[src/design/fieldbus_pkg.sv]
package fieldbus_pkg;

    localparam int NUM_SLOTS  = 12;
    localparam int WORD_W     = 16;
    localparam int SLOT_W     = 4;
    localparam int SEL_W      = 2;
    localparam int FIFO_DEPTH = 16;
    localparam int NUM_SCALE  = 4;
    localparam int NUM_MON    = 4;
    localparam int REF_SHIFT  = 15;

    localparam logic [SEL_W-1:0] IN_SEL_NONE = 2'h0;
    localparam logic [SEL_W-1:0] IN_SEL_CMD  = 2'h1;
    localparam logic [SEL_W-1:0] IN_SEL_REF1 = 2'h2;
    localparam logic [SEL_W-1:0] IN_SEL_REF2 = 2'h3;

    localparam logic [SEL_W-1:0] OUT_SEL_ZERO   = 2'h0;
    localparam logic [SEL_W-1:0] OUT_SEL_STATUS = 2'h1;
    localparam logic [SEL_W-1:0] OUT_SEL_ACT1   = 2'h2;
    localparam logic [SEL_W-1:0] OUT_SEL_ACT2   = 2'h3;

    localparam int CMD_RAMP_STOP  = 0;
    localparam int CMD_COAST_STOP = 1;
    localparam int CMD_QUICK_STOP = 2;
    localparam int CMD_RUN        = 3;
    localparam int CMD_RAMP_OUT   = 4;
    localparam int CMD_RAMP_HOLD  = 5;
    localparam int CMD_RAMP_IN    = 6;
    localparam int CMD_RESET      = 7;
    localparam int CMD_REMOTE     = 10;
    localparam int CMD_LOCAL_BITS = 3;

    localparam int ST_RDY_ON   = 0;
    localparam int ST_RDY_RUN  = 1;
    localparam int ST_RDY_REF  = 2;
    localparam int ST_TRIPPED  = 3;
    localparam int ST_COAST_N  = 4;
    localparam int ST_QUICK_N  = 5;
    localparam int ST_INHIBIT  = 6;
    localparam int ST_WARNING  = 7;
    localparam int ST_AT_SETP  = 8;
    localparam int ST_REMOTE   = 9;

    localparam logic [WORD_W-1:0] WORD_RESET = 16'h0000;

    typedef struct packed {
        logic [SLOT_W-1:0] slot;
        logic              last;
        logic [WORD_W-1:0] data;
    } in_word_type;

    typedef struct packed {
        logic             debug_fast;
        logic             run_en_src_net;
        logic             ramp_in_src_net;
        logic             reset_src_net;
        logic             speed_src_net;
        logic             torque_src_net;
        logic             freq_src_net;
        logic [SEL_W-1:0] ref1_type;
        logic [SEL_W-1:0] ref2_type;
        logic [SEL_W-1:0] act1_type;
        logic [SEL_W-1:0] act2_type;
    } drive_cfg_type;

    typedef enum logic [3:0] {
        not_ready_on,
        switch_on_inhibited,
        ready_to_switch_on,
        ready_to_operate,
        operation_enabled,
        ramp_stop_active,
        coast_stop_active,
        quick_stop_active,
        fault_state
    } drive_state_type;

endpackage

[src/design/fieldbus_drive_command_interface.sv]
// Behaviour
// - Up to twelve 16-bit words each direction.
// - Each slot carries its selected drive quantity.
// - Command word drives states; status returned.
// - Fast debug mirrors raw command and status.
// - Fast debug mirrors both raw references.
// - Fast debug mirrors both scaled actual words.
// - Reference is a 16-bit two's-complement word.
// - Reference used only where network selected.
// - Reference scaled by set its type picks.
// - Actual word quantity chosen by type.
// - Actual word scaled by set type picks.
// - Bit 0 high advances to ready-to-operate.
// - Bit 0 low ramps down, then ready-on.
// - Bit 1 low coasts, then switch-on inhibited.
// - Bit 2 low quick stops, then inhibited.
// - Bit 3 with run-enable enables operation.
// - Bit 3 low inhibits operation.
// - Bit 4 low forces ramp output zero.
// - Bit 5 low holds ramp output.
// - Bit 6 high proceeds to operating, if sourced.
// - Bit 6 low forces ramp input zero.
// - Bit 7 rising resets an active fault.
// - Bit 10 low passes only bits 0-2.
`timescale 1ns/1ps
`default_nettype none

module fieldbus_word_fifo #(
    parameter int WIDTH = 21,
    parameter int DEPTH = 16
) (
    input  wire logic             clk_sys,
    input  wire logic             sys_rst,
    input  wire logic [WIDTH-1:0] wr_data,
    input  wire logic             wr_valid,
    output logic                  wr_ready,
    output logic      [WIDTH-1:0] rd_data,
    output logic                  rd_valid,
    input  wire logic             rd_ready
);
    localparam int PTR_W = $clog2(DEPTH);

    logic [WIDTH-1:0] mem [DEPTH];
    logic [PTR_W-1:0] wr_ptr_reg;
    logic [PTR_W-1:0] rd_ptr_reg;
    logic [PTR_W:0]   count_reg;
    logic             push;
    logic             pop;

    assign wr_ready = (count_reg != DEPTH[PTR_W:0]);
    assign rd_valid = (count_reg != '0);
    assign rd_data  = mem[rd_ptr_reg];
    assign push     = wr_valid & wr_ready;
    assign pop      = rd_valid & rd_ready;

    always_ff @(posedge clk_sys) begin
        if (push) begin
            mem[wr_ptr_reg] <= wr_data;
        end
    end

    // Pointers wrap naturally, so DEPTH must be a power of two.
    always_ff @(posedge clk_sys) begin
        if (sys_rst) begin
            wr_ptr_reg <= '0;
            rd_ptr_reg <= '0;
            count_reg  <= '0;
        end else begin
            wr_ptr_reg <= wr_ptr_reg + PTR_W'(push);
            rd_ptr_reg <= rd_ptr_reg + PTR_W'(pop);
            count_reg  <= count_reg + (PTR_W+1)'(push) - (PTR_W+1)'(pop);
        end
    end
endmodule

module fieldbus_drive_command_interface #(
    parameter int NUM_SLOTS  = fieldbus_pkg::NUM_SLOTS,
    parameter int FIFO_DEPTH = fieldbus_pkg::FIFO_DEPTH
) (
    input  wire logic                                clk_sys,
    input  wire logic                                sys_rst,
    input  wire fieldbus_pkg::in_word_type           in_word,
    input  wire logic                                in_valid,
    output logic                                     in_ready,
    output logic [NUM_SLOTS*fieldbus_pkg::WORD_W-1:0] out_frame,
    output logic                                     out_valid,
    input  wire logic                                out_ready,
    input  wire fieldbus_pkg::drive_cfg_type         cfg,
    input  wire logic [NUM_SLOTS*fieldbus_pkg::SEL_W-1:0] in_slot_sel,
    input  wire logic [NUM_SLOTS*fieldbus_pkg::SEL_W-1:0] out_slot_sel,
    input  wire logic [fieldbus_pkg::NUM_SCALE*16-1:0]    scale_sets,
    input  wire logic [fieldbus_pkg::NUM_MON*16-1:0]      mon_quantity,
    input  wire logic                                run_enable_in,
    input  wire logic                                fault_active,
    input  wire logic                                stop_done,
    input  wire logic                                warning_in,
    input  wire logic                                at_setpoint_in,
    input  wire logic                                remote_in,
    output fieldbus_pkg::drive_state_type            drive_state,
    output logic [15:0]                              status_word,
    output logic                                     operating,
    output logic                                     ramp_out_zero,
    output logic                                     ramp_hold,
    output logic                                     ramp_in_zero,
    output logic                                     fault_reset,
    output logic [15:0]                              speed_ref,
    output logic [15:0]                              torque_ref,
    output logic [15:0]                              freq_ref,
    output logic [15:0]                              dbg_command,
    output logic [15:0]                              dbg_status,
    output logic [15:0]                              dbg_ref1,
    output logic [15:0]                              dbg_ref2,
    output logic [15:0]                              dbg_act1,
    output logic [15:0]                              dbg_act2
);
    localparam int W = fieldbus_pkg::WORD_W;

    // Signed reference times unsigned scale; the scale is full range at 2^15.
    function automatic logic [15:0] scale_word(input logic [15:0] w, input logic [15:0] s);
        logic signed [32:0] p;
        p = $signed(w) * $signed({1'b0, s});
        return p[fieldbus_pkg::REF_SHIFT +: 16];
    endfunction

    fieldbus_pkg::in_word_type fifo_word;
    fieldbus_pkg::drive_state_type state_reg;
    fieldbus_pkg::drive_state_type state_next;
    logic                     fifo_valid;
    logic                     drain_ready;
    logic                     take;
    logic                     commit;
    logic                     slot_ok;
    logic [1:0]               slot_sel;
    logic [W-1:0]             sh_cmd_reg;
    logic [W-1:0]             sh_ref1_reg;
    logic [W-1:0]             sh_ref2_reg;
    logic [W-1:0]             sh_cmd_next;
    logic [W-1:0]             sh_ref1_next;
    logic [W-1:0]             sh_ref2_next;
    logic [W-1:0]             cmd_reg;
    logic [W-1:0]             cmd_gated;
    logic [W-1:0]             ref1_reg;
    logic [W-1:0]             ref2_reg;
    logic                     first_cmd_reg;
    logic                     reset_rise;
    logic                     run_enable;
    logic                     b0;
    logic                     b1;
    logic                     b2;
    logic                     b3;
    logic [W-1:0]             ref1_scaled;
    logic [W-1:0]             ref2_scaled;
    logic [W-1:0]             act1_word;
    logic [W-1:0]             act2_word;
    logic [W-1:0]             status_next;
    logic [NUM_SLOTS*W-1:0]   frame_next;
    logic                     out_valid_reg;
    logic [NUM_SLOTS*W-1:0]   out_frame_reg;
    logic [15:0]              status_reg;
    fieldbus_word_fifo #(
        .WIDTH ($bits(fieldbus_pkg::in_word_type)),
        .DEPTH (FIFO_DEPTH)
    ) u_fifo (
        .clk_sys  (clk_sys),
        .sys_rst  (sys_rst),
        .wr_data  (in_word),
        .wr_valid (in_valid),
        .wr_ready (in_ready),
        .rd_data  (fifo_word),
        .rd_valid (fifo_valid),
        .rd_ready (drain_ready)
    );

    // A finished frame waits for the master side; draining stops meanwhile so
    // that the next commit never overwrites an unsent answer frame.
    assign drain_ready = ~(out_valid_reg & ~out_ready);
    assign take        = fifo_valid & drain_ready;
    assign commit      = take & fifo_word.last;
    localparam logic [fieldbus_pkg::SLOT_W-1:0] SLOT_W_LIMIT = NUM_SLOTS[fieldbus_pkg::SLOT_W-1:0];
    assign slot_ok     = (fifo_word.slot < SLOT_W_LIMIT);
    assign slot_sel    = in_slot_sel[fifo_word.slot*fieldbus_pkg::SEL_W +: fieldbus_pkg::SEL_W];

    // Words outside the twelve slots still close a frame but carry nothing.
    assign sh_cmd_next  = (take & slot_ok & (slot_sel == fieldbus_pkg::IN_SEL_CMD))
                          ? fifo_word.data : sh_cmd_reg;
    assign sh_ref1_next = (take & slot_ok & (slot_sel == fieldbus_pkg::IN_SEL_REF1))
                          ? fifo_word.data : sh_ref1_reg;
    assign sh_ref2_next = (take & slot_ok & (slot_sel == fieldbus_pkg::IN_SEL_REF2))
                          ? fifo_word.data : sh_ref2_reg;

    // Without remote control only the three stop bits get through.
    assign cmd_gated = sh_cmd_next[fieldbus_pkg::CMD_REMOTE]
        ? sh_cmd_next
        : {cmd_reg[W-1:fieldbus_pkg::CMD_LOCAL_BITS], sh_cmd_next[fieldbus_pkg::CMD_LOCAL_BITS-1:0]};
    assign reset_rise = commit & cmd_gated[fieldbus_pkg::CMD_RESET] & ~cmd_reg[fieldbus_pkg::CMD_RESET]
                        & fault_active & cfg.reset_src_net;

    always_ff @(posedge clk_sys) begin
        if (sys_rst) begin
            sh_cmd_reg    <= fieldbus_pkg::WORD_RESET;
            sh_ref1_reg   <= fieldbus_pkg::WORD_RESET;
            sh_ref2_reg   <= fieldbus_pkg::WORD_RESET;
            cmd_reg       <= fieldbus_pkg::WORD_RESET;
            ref1_reg      <= fieldbus_pkg::WORD_RESET;
            ref2_reg      <= fieldbus_pkg::WORD_RESET;
            first_cmd_reg <= 1'b0;
        end else begin
            sh_cmd_reg  <= sh_cmd_next;
            sh_ref1_reg <= sh_ref1_next;
            sh_ref2_reg <= sh_ref2_next;
            if (commit) begin
                cmd_reg       <= cmd_gated;
                first_cmd_reg <= 1'b1;
                if (sh_cmd_next[fieldbus_pkg::CMD_REMOTE]) begin
                    ref1_reg <= sh_ref1_next;
                    ref2_reg <= sh_ref2_next;
                end
            end
        end
    end

    assign b0 = cmd_reg[fieldbus_pkg::CMD_RAMP_STOP];
    assign b1 = cmd_reg[fieldbus_pkg::CMD_COAST_STOP];
    assign b2 = cmd_reg[fieldbus_pkg::CMD_QUICK_STOP];
    assign b3 = cmd_reg[fieldbus_pkg::CMD_RUN];
    assign run_enable = cfg.run_en_src_net ? b3 : run_enable_in;

    always_comb begin
        state_next = state_reg;
        case (state_reg)
            fieldbus_pkg::not_ready_on: if (first_cmd_reg) state_next = fieldbus_pkg::switch_on_inhibited;
            fieldbus_pkg::switch_on_inhibited: if (b1 & b2 & ~b0) state_next = fieldbus_pkg::ready_to_switch_on;
            fieldbus_pkg::ready_to_switch_on: if (b0) state_next = fieldbus_pkg::ready_to_operate;
            fieldbus_pkg::ready_to_operate:
                if (~b0) state_next = fieldbus_pkg::ready_to_switch_on;
                else if (b3 & run_enable) state_next = fieldbus_pkg::operation_enabled;
            fieldbus_pkg::operation_enabled:
                if (~b0) state_next = fieldbus_pkg::ramp_stop_active;
                else if (~b3) state_next = fieldbus_pkg::ready_to_operate;
            fieldbus_pkg::ramp_stop_active: if (stop_done) state_next = fieldbus_pkg::ready_to_switch_on;
            fieldbus_pkg::coast_stop_active,
            fieldbus_pkg::quick_stop_active: if (stop_done) state_next = fieldbus_pkg::switch_on_inhibited;
            fieldbus_pkg::fault_state: if (reset_rise) state_next = fieldbus_pkg::switch_on_inhibited;
            default: state_next = fieldbus_pkg::not_ready_on;
        endcase
        // Stop requests override the normal walk, coast before quick stop.
        if (first_cmd_reg && state_reg != fieldbus_pkg::fault_state
            && state_reg != fieldbus_pkg::not_ready_on) begin
            if (~b1 && state_reg != fieldbus_pkg::switch_on_inhibited
                && state_reg != fieldbus_pkg::coast_stop_active) begin
                state_next = fieldbus_pkg::coast_stop_active;
            end else if (~b2 && b1 && state_reg != fieldbus_pkg::switch_on_inhibited
                && state_reg != fieldbus_pkg::coast_stop_active
                && state_reg != fieldbus_pkg::quick_stop_active) begin
                state_next = fieldbus_pkg::quick_stop_active;
            end
        end
        if (fault_active && state_reg != fieldbus_pkg::fault_state && !reset_rise)
            state_next = fieldbus_pkg::fault_state;
    end

    always_ff @(posedge clk_sys) begin
        if (sys_rst) begin
            state_reg <= fieldbus_pkg::not_ready_on;
        end else begin
            state_reg <= state_next;
        end
    end

    assign status_next = {6'h00,
        remote_in, at_setpoint_in, warning_in,
        state_reg == fieldbus_pkg::switch_on_inhibited,
        state_reg != fieldbus_pkg::quick_stop_active,
        state_reg != fieldbus_pkg::coast_stop_active,
        state_reg == fieldbus_pkg::fault_state,
        state_reg == fieldbus_pkg::operation_enabled,
        state_reg == fieldbus_pkg::ready_to_operate || state_reg == fieldbus_pkg::operation_enabled,
        state_reg == fieldbus_pkg::ready_to_switch_on || state_reg == fieldbus_pkg::ready_to_operate
            || state_reg == fieldbus_pkg::operation_enabled};

    assign ref1_scaled = scale_word(ref1_reg, scale_sets[cfg.ref1_type*16 +: 16]);
    assign ref2_scaled = scale_word(ref2_reg, scale_sets[cfg.ref2_type*16 +: 16]);
    assign act1_word   = scale_word(mon_quantity[cfg.act1_type*16 +: 16],
                                    scale_sets[cfg.act1_type*16 +: 16]);
    assign act2_word   = scale_word(mon_quantity[cfg.act2_type*16 +: 16],
                                    scale_sets[cfg.act2_type*16 +: 16]);

    for (genvar i = 0; i < NUM_SLOTS; i++) begin : g_out_slot
        logic [1:0] osel;
        assign osel = out_slot_sel[i*fieldbus_pkg::SEL_W +: fieldbus_pkg::SEL_W];
        assign frame_next[i*W +: W] =
            (osel == fieldbus_pkg::OUT_SEL_STATUS) ? status_reg :
            (osel == fieldbus_pkg::OUT_SEL_ACT1)   ? act1_word :
            (osel == fieldbus_pkg::OUT_SEL_ACT2)   ? act2_word : fieldbus_pkg::WORD_RESET;
    end

    always_ff @(posedge clk_sys) begin
        if (sys_rst) begin
            out_valid_reg <= 1'b0;
            out_frame_reg <= '0;
        end else if (commit) begin
            out_valid_reg <= 1'b1;
            out_frame_reg <= frame_next;
        end else if (out_ready) begin
            out_valid_reg <= 1'b0;
        end
    end

    always_ff @(posedge clk_sys) begin
        if (sys_rst) begin
            status_reg    <= fieldbus_pkg::WORD_RESET;
            ramp_out_zero <= 1'b0;
            ramp_hold     <= 1'b0;
            ramp_in_zero  <= 1'b0;
            operating     <= 1'b0;
            fault_reset   <= 1'b0;
            speed_ref     <= fieldbus_pkg::WORD_RESET;
            torque_ref    <= fieldbus_pkg::WORD_RESET;
            freq_ref      <= fieldbus_pkg::WORD_RESET;
        end else begin
            status_reg    <= status_next;
            ramp_out_zero <= first_cmd_reg & ~cmd_reg[fieldbus_pkg::CMD_RAMP_OUT];
            ramp_hold     <= first_cmd_reg & ~cmd_reg[fieldbus_pkg::CMD_RAMP_HOLD];
            ramp_in_zero  <= first_cmd_reg & cfg.ramp_in_src_net
                             & ~cmd_reg[fieldbus_pkg::CMD_RAMP_IN];
            operating     <= (state_reg == fieldbus_pkg::operation_enabled)
                             & cmd_reg[fieldbus_pkg::CMD_RAMP_OUT]
                             & cmd_reg[fieldbus_pkg::CMD_RAMP_HOLD]
                             & (cmd_reg[fieldbus_pkg::CMD_RAMP_IN] | ~cfg.ramp_in_src_net);
            fault_reset   <= reset_rise;
            speed_ref     <= cfg.speed_src_net  ? ref1_scaled : fieldbus_pkg::WORD_RESET;
            torque_ref    <= cfg.torque_src_net ? ref2_scaled : fieldbus_pkg::WORD_RESET;
            freq_ref      <= cfg.freq_src_net   ? ref1_scaled : fieldbus_pkg::WORD_RESET;
        end
    end

    // Monitor copies read zero while debug is off, so stale traffic never shows.
    always_ff @(posedge clk_sys) begin
        if (sys_rst || !cfg.debug_fast) begin
            dbg_command <= fieldbus_pkg::WORD_RESET;
            dbg_ref1    <= fieldbus_pkg::WORD_RESET;
            dbg_ref2    <= fieldbus_pkg::WORD_RESET;
            dbg_status  <= fieldbus_pkg::WORD_RESET;
            dbg_act1    <= fieldbus_pkg::WORD_RESET;
            dbg_act2    <= fieldbus_pkg::WORD_RESET;
        end else if (commit) begin
            dbg_command <= sh_cmd_next;
            dbg_ref1    <= sh_ref1_next;
            dbg_ref2    <= sh_ref2_next;
            dbg_status  <= status_reg;
            dbg_act1    <= act1_word;
            dbg_act2    <= act2_word;
        end
    end

    assign out_valid   = out_valid_reg;
    assign out_frame   = out_frame_reg;
    assign drive_state = state_reg;
    assign status_word = status_reg;
endmodule

`default_nettype wire

[config.mk]
export PLATFORM = sky130hd
export DESIGN_NAME = fieldbus_drive_command_interface
export DESIGN_NICKNAME = d
export VERILOG_FILES = /design/src/design/fieldbus_pkg.sv /design/src/design/fieldbus_drive_command_interface.sv
export SDC_FILE = /design/constraint.sdc
export NUM_CORES = 2
export LEC_CHECK = 0
export BUFFER_PORTS_ARGS = -buffer_cell sky130_fd_sc_hd__buf_4
export CAP_MARGIN = 40
export CORE_MARGIN = 2
export CORE_UTILIZATION = 45
export DETAILED_ROUTE_END_ITERATION = 6
export PLACE_DENSITY_LB_ADDON = 0.3
export SLEW_MARGIN = 0
export SYNTH_ARGS = -nofsm -noshare
export SYNTH_HDL_FRONTEND = slang
export SYNTH_SLANG_ARGS = --single-unit
export TNS_END_PERCENT = 5
[constraint.sdc]
create_clock -name clk_sys -period 12.1 [get_ports clk_sys]
set_clock_uncertainty 0.2 [all_clocks]
set_input_delay 3.025 -clock clk_sys [delete_from_list [all_inputs] [get_ports clk_sys]]
set_output_delay 3.025 -clock clk_sys [all_outputs]
set_load 0.03 [all_outputs]
==> reports/metrics.cfg <==
[outcome]
outcome = completed

[synthesis]
synth_top_cell_area_share_pct = 23.2
ys_warn_count = 0
synth_edf_count = 336
synth_top_family_by_area = adder cells
synthXorXnorAreaFrac_pct = 0.958
synthFlopType = dfxtp_1
synthMuxAreaShare_pct = 9.62
ys_ff_latch = 788
synthArstFlopShare_pct = 0
synthDistinctLibCells = 75
synthSimpleGateAreaFrac_pct = 13.3
synth.avg_cell_area_um2 = 10.1
synth.largest_area_cell = fa_1
yosys.area_share.adder_pct = 31.5
synth_cells = 6619
yosys-top-cells-area = fa_1 23%, edfxtp_1 15%, dfxtp_1 14%, ha_1 8.3%, mux4_2 5.7%
yosysSeqAreaShare_pct = 28.7
syn_area_um2 = 66700
synth_compound_area_share_pct = 7.71

[die]
dieHeight_um = 389
die_w_um = 389
io_pins = 585
initial_utilization_pct = 45.2
core_um2 = 147000
rows = 141
die_area_um2 = 151000

[sta]
period_share_pct = 88.8
hold_viol = 0
max_freq_mhz = 93.1
rsz0062_at_grt = no
setup_viol = 0
tns_ns = 0
fin_ws_ns = 1.36
drv_slew = 0
tightest_slew_ns = 1.00
fin_crit_ns = 10.74
slew-limit-headroom_pct = 32.9

[setup_path]
cp_slowest_cell = o21a_1
crit_required_ns = 12.48
reg2reg_from = ref1_reg[3]$_SDFFE_PP0P_
reg2reg_slack_ns = 4.92
worstPathMaxFanout = 51
reg2reg_to = freq_ref[15]$_SDFF_PP0_
cp_slowest_stage_delay_ns = 0.54
path_class = input port to flip-flop
r2r_cells = 21
cp_common_cell = fa_1
crit_chain = buf_4 > buf_4 > o21a_1 > clkinv_1 > nor2_1 > fa_1 > fa_1 > fa_1 > fa_1 > fa_1 > inv_1 > fa_1 > inv_1 > ha_1 > nand4_1 > a2111o_1 > o221a_2 > a211o_1 > a21boi_0 > nor2_1 > xnor2_1 > buf_4 > o21ai_0 > a32o_1
cp-start-kind = input port
setup.worst_path.end_class = flip-flop
cp_data_arrival_time_ns = 11.13

[cts]
clk_pin_slew_ns = 0.06
cts_hold_buf = 0
cts_setup_buffers = 0
cts_tree = done
clk_latency_ns = 0.73
cts_buffers = 80
cts_max_path_buffers = 3
ctsResizeCount = 0
root_buffer = clkbuf_16
clock_sinks = 788
htree_levels = 3

[drt]
drt_iter0_drc = 4722
postRouteWirelength_mm = 220
via_per_inst = 5.69
wl_per_cell_um = 24.5
dr.pass1.iters = 6
vias = 51100
drc_errors = 0
ant_nets = 0

[place]
place_congestion = 0.969
hpwlAfterDp_mm = 166
io_buffer_count = 572
place_inst = 8830
placement.setup.worst_slack_ns = 0.690

[job]
drv_cap = 0

[layout]
drive_above_1_share_pct = 16.3
finalNonFillerCells = 8984
largest_reg_flops = 336
nets = 8420
final_util_pct = 51.6
area_growth_pct = 14.0

[hold_path]
min_to = ramp_out_zero$_SDFF_PP0_
min_from = cmd_reg[4]$_SDFFE_PP0P_
hold_path.class = flip-flop to flip-flop
hold_path_depth = 1

[global_route]
antenna_found_initial = 28
grt_max_degree = 167
grt_pass1_vias = 52400
grt_pass1_wl_mm = 332
grt_overflow = 0
track_usage_pct = 29.1

## metal layers
layer / GRT usage [%] / up-vias / share of wire [%]
met5: 0 / - / 0.092
met2: 46.6 / 2425 / 46
met4: 13.4 / 30 / 5.3
li1: - / 22400 / -
met1: 37.5 / 25800 / 39
met3: 6.86 / 517 / 9.4
## through the flow
stage	area, µm²	hold slack (ns)
2_1_floorplan	66800	0.208
3_3_place_gp	72700	0.228
3_5_place_dp	73300	0.233
4_1_cts	76100	0.243
5_1_grt	76100	0.275
6_report	76100	0.244
## cell usage in the layout (no fill, tap or decap), types with 14 or more instances in the layout
cell type,instances
a21oi_1,138
nor3_1,131
o21a_1,48
xor2_1,24
a221oi_1,87
clkbuf_1,20
nor2_4,14
inv_1,997
a21o_1,35
mux4_2,168
nand2b_1,48
and2_1,291
mux2_2,75
nor2b_1,47
nor2_1,554
nand3_1,20
ha_1,442
clkbuf_16,80
dfxtp_1,449
mux2i_1,174
nand2_1,782
o21ai_1,24
buf_4,673
a211oi_2,31
a32o_1,37
edfxtp_1,336
o21ai_0,106
nor4b_1,15
a211oi_1,126
xnor2_1,40
fa_1,773
## Yosys cell counts (all sizes together), types with 48 or more instances
| library cell | number |
|---|---|
| a211oi | 158 |
| a21oi | 138 |
| a221oi | 87 |
| and2 | 294 |
| buf | 91 |
| clkbuf | 336 |
| dfxtp | 452 |
| edfxtp | 336 |
| fa | 773 |
| ha | 442 |
| inv | 997 |
| mux2 | 75 |
| mux2i | 177 |
| mux4 | 168 |
| nand2 | 783 |
| nand2b | 49 |
| nor2 | 569 |
| nor2b | 49 |
| nor3 | 136 |
| o21a | 48 |
| o21ai | 131 |
| xnor2 | 48 |
## worst max-delay path: cells and delay by family
family	cells	cell delay (ns)
XOR/XNOR	1	0.17
AND/OR/NAND/NOR	3	0.56
buffers and inverters	6	1.71
adder cells (fa/ha/maj)	7	3.23
AO/OA/AOI/OAI	7	2.36
## cells by family (layout without fill, tap and decap cells)
| group | Yosys count | after routing |
|---|---|---|
| AND/OR/NAND/NOR | 1977 | 1977 |
| other | 1 | 18 |
| multiplexers | 420 | 420 |
| buffers and inverters | 1426 | 1844 |
| flip-flops | 788 | 788 |
| XOR/XNOR | 73 | 73 |
| AO/OA/AOI/OAI | 719 | 719 |
| adder cells (fa/ha/maj) | 1215 | 1215 |
## worst max-delay path by stage
stage | start | slack [ns] | cells after the start | end
after floorplan | cfg[2] | 0.93 | 30 | out_frame[107]$_SDFFE_PP0P_
final | cfg[2] | 1.36 | 24 | out_frame[107]$_SDFFE_PP0P_
after detailed placement | cfg[2] | 0.69 | 24 | out_frame[107]$_SDFFE_PP0P_
after CTS | cfg[2] | 1.42 | 24 | out_frame[107]$_SDFFE_PP0P_
after global routing | cfg[2] | 0.96 | 24 | out_frame[91]$_SDFFE_PP0P_
after global placement | cfg[1] | 0.74 | 24 | out_frame[86]$_SDFFE_PP0P_
## final cells by class
cell class                 instances  area, µm²
antenna                            6       15.0
clock buffer                     110       2210
clock inverter                    37        604
fill                           13200      71400
inverter                         999       3750
multi-input combinational       4416      42400
sequential                       788      19100
tap                             1930       2410
timing repair buffer             698       5570
Power is left out: the tool's default activity adds up to more than one toggle a clock period on the data nets, which glitch-free logic cannot reach.
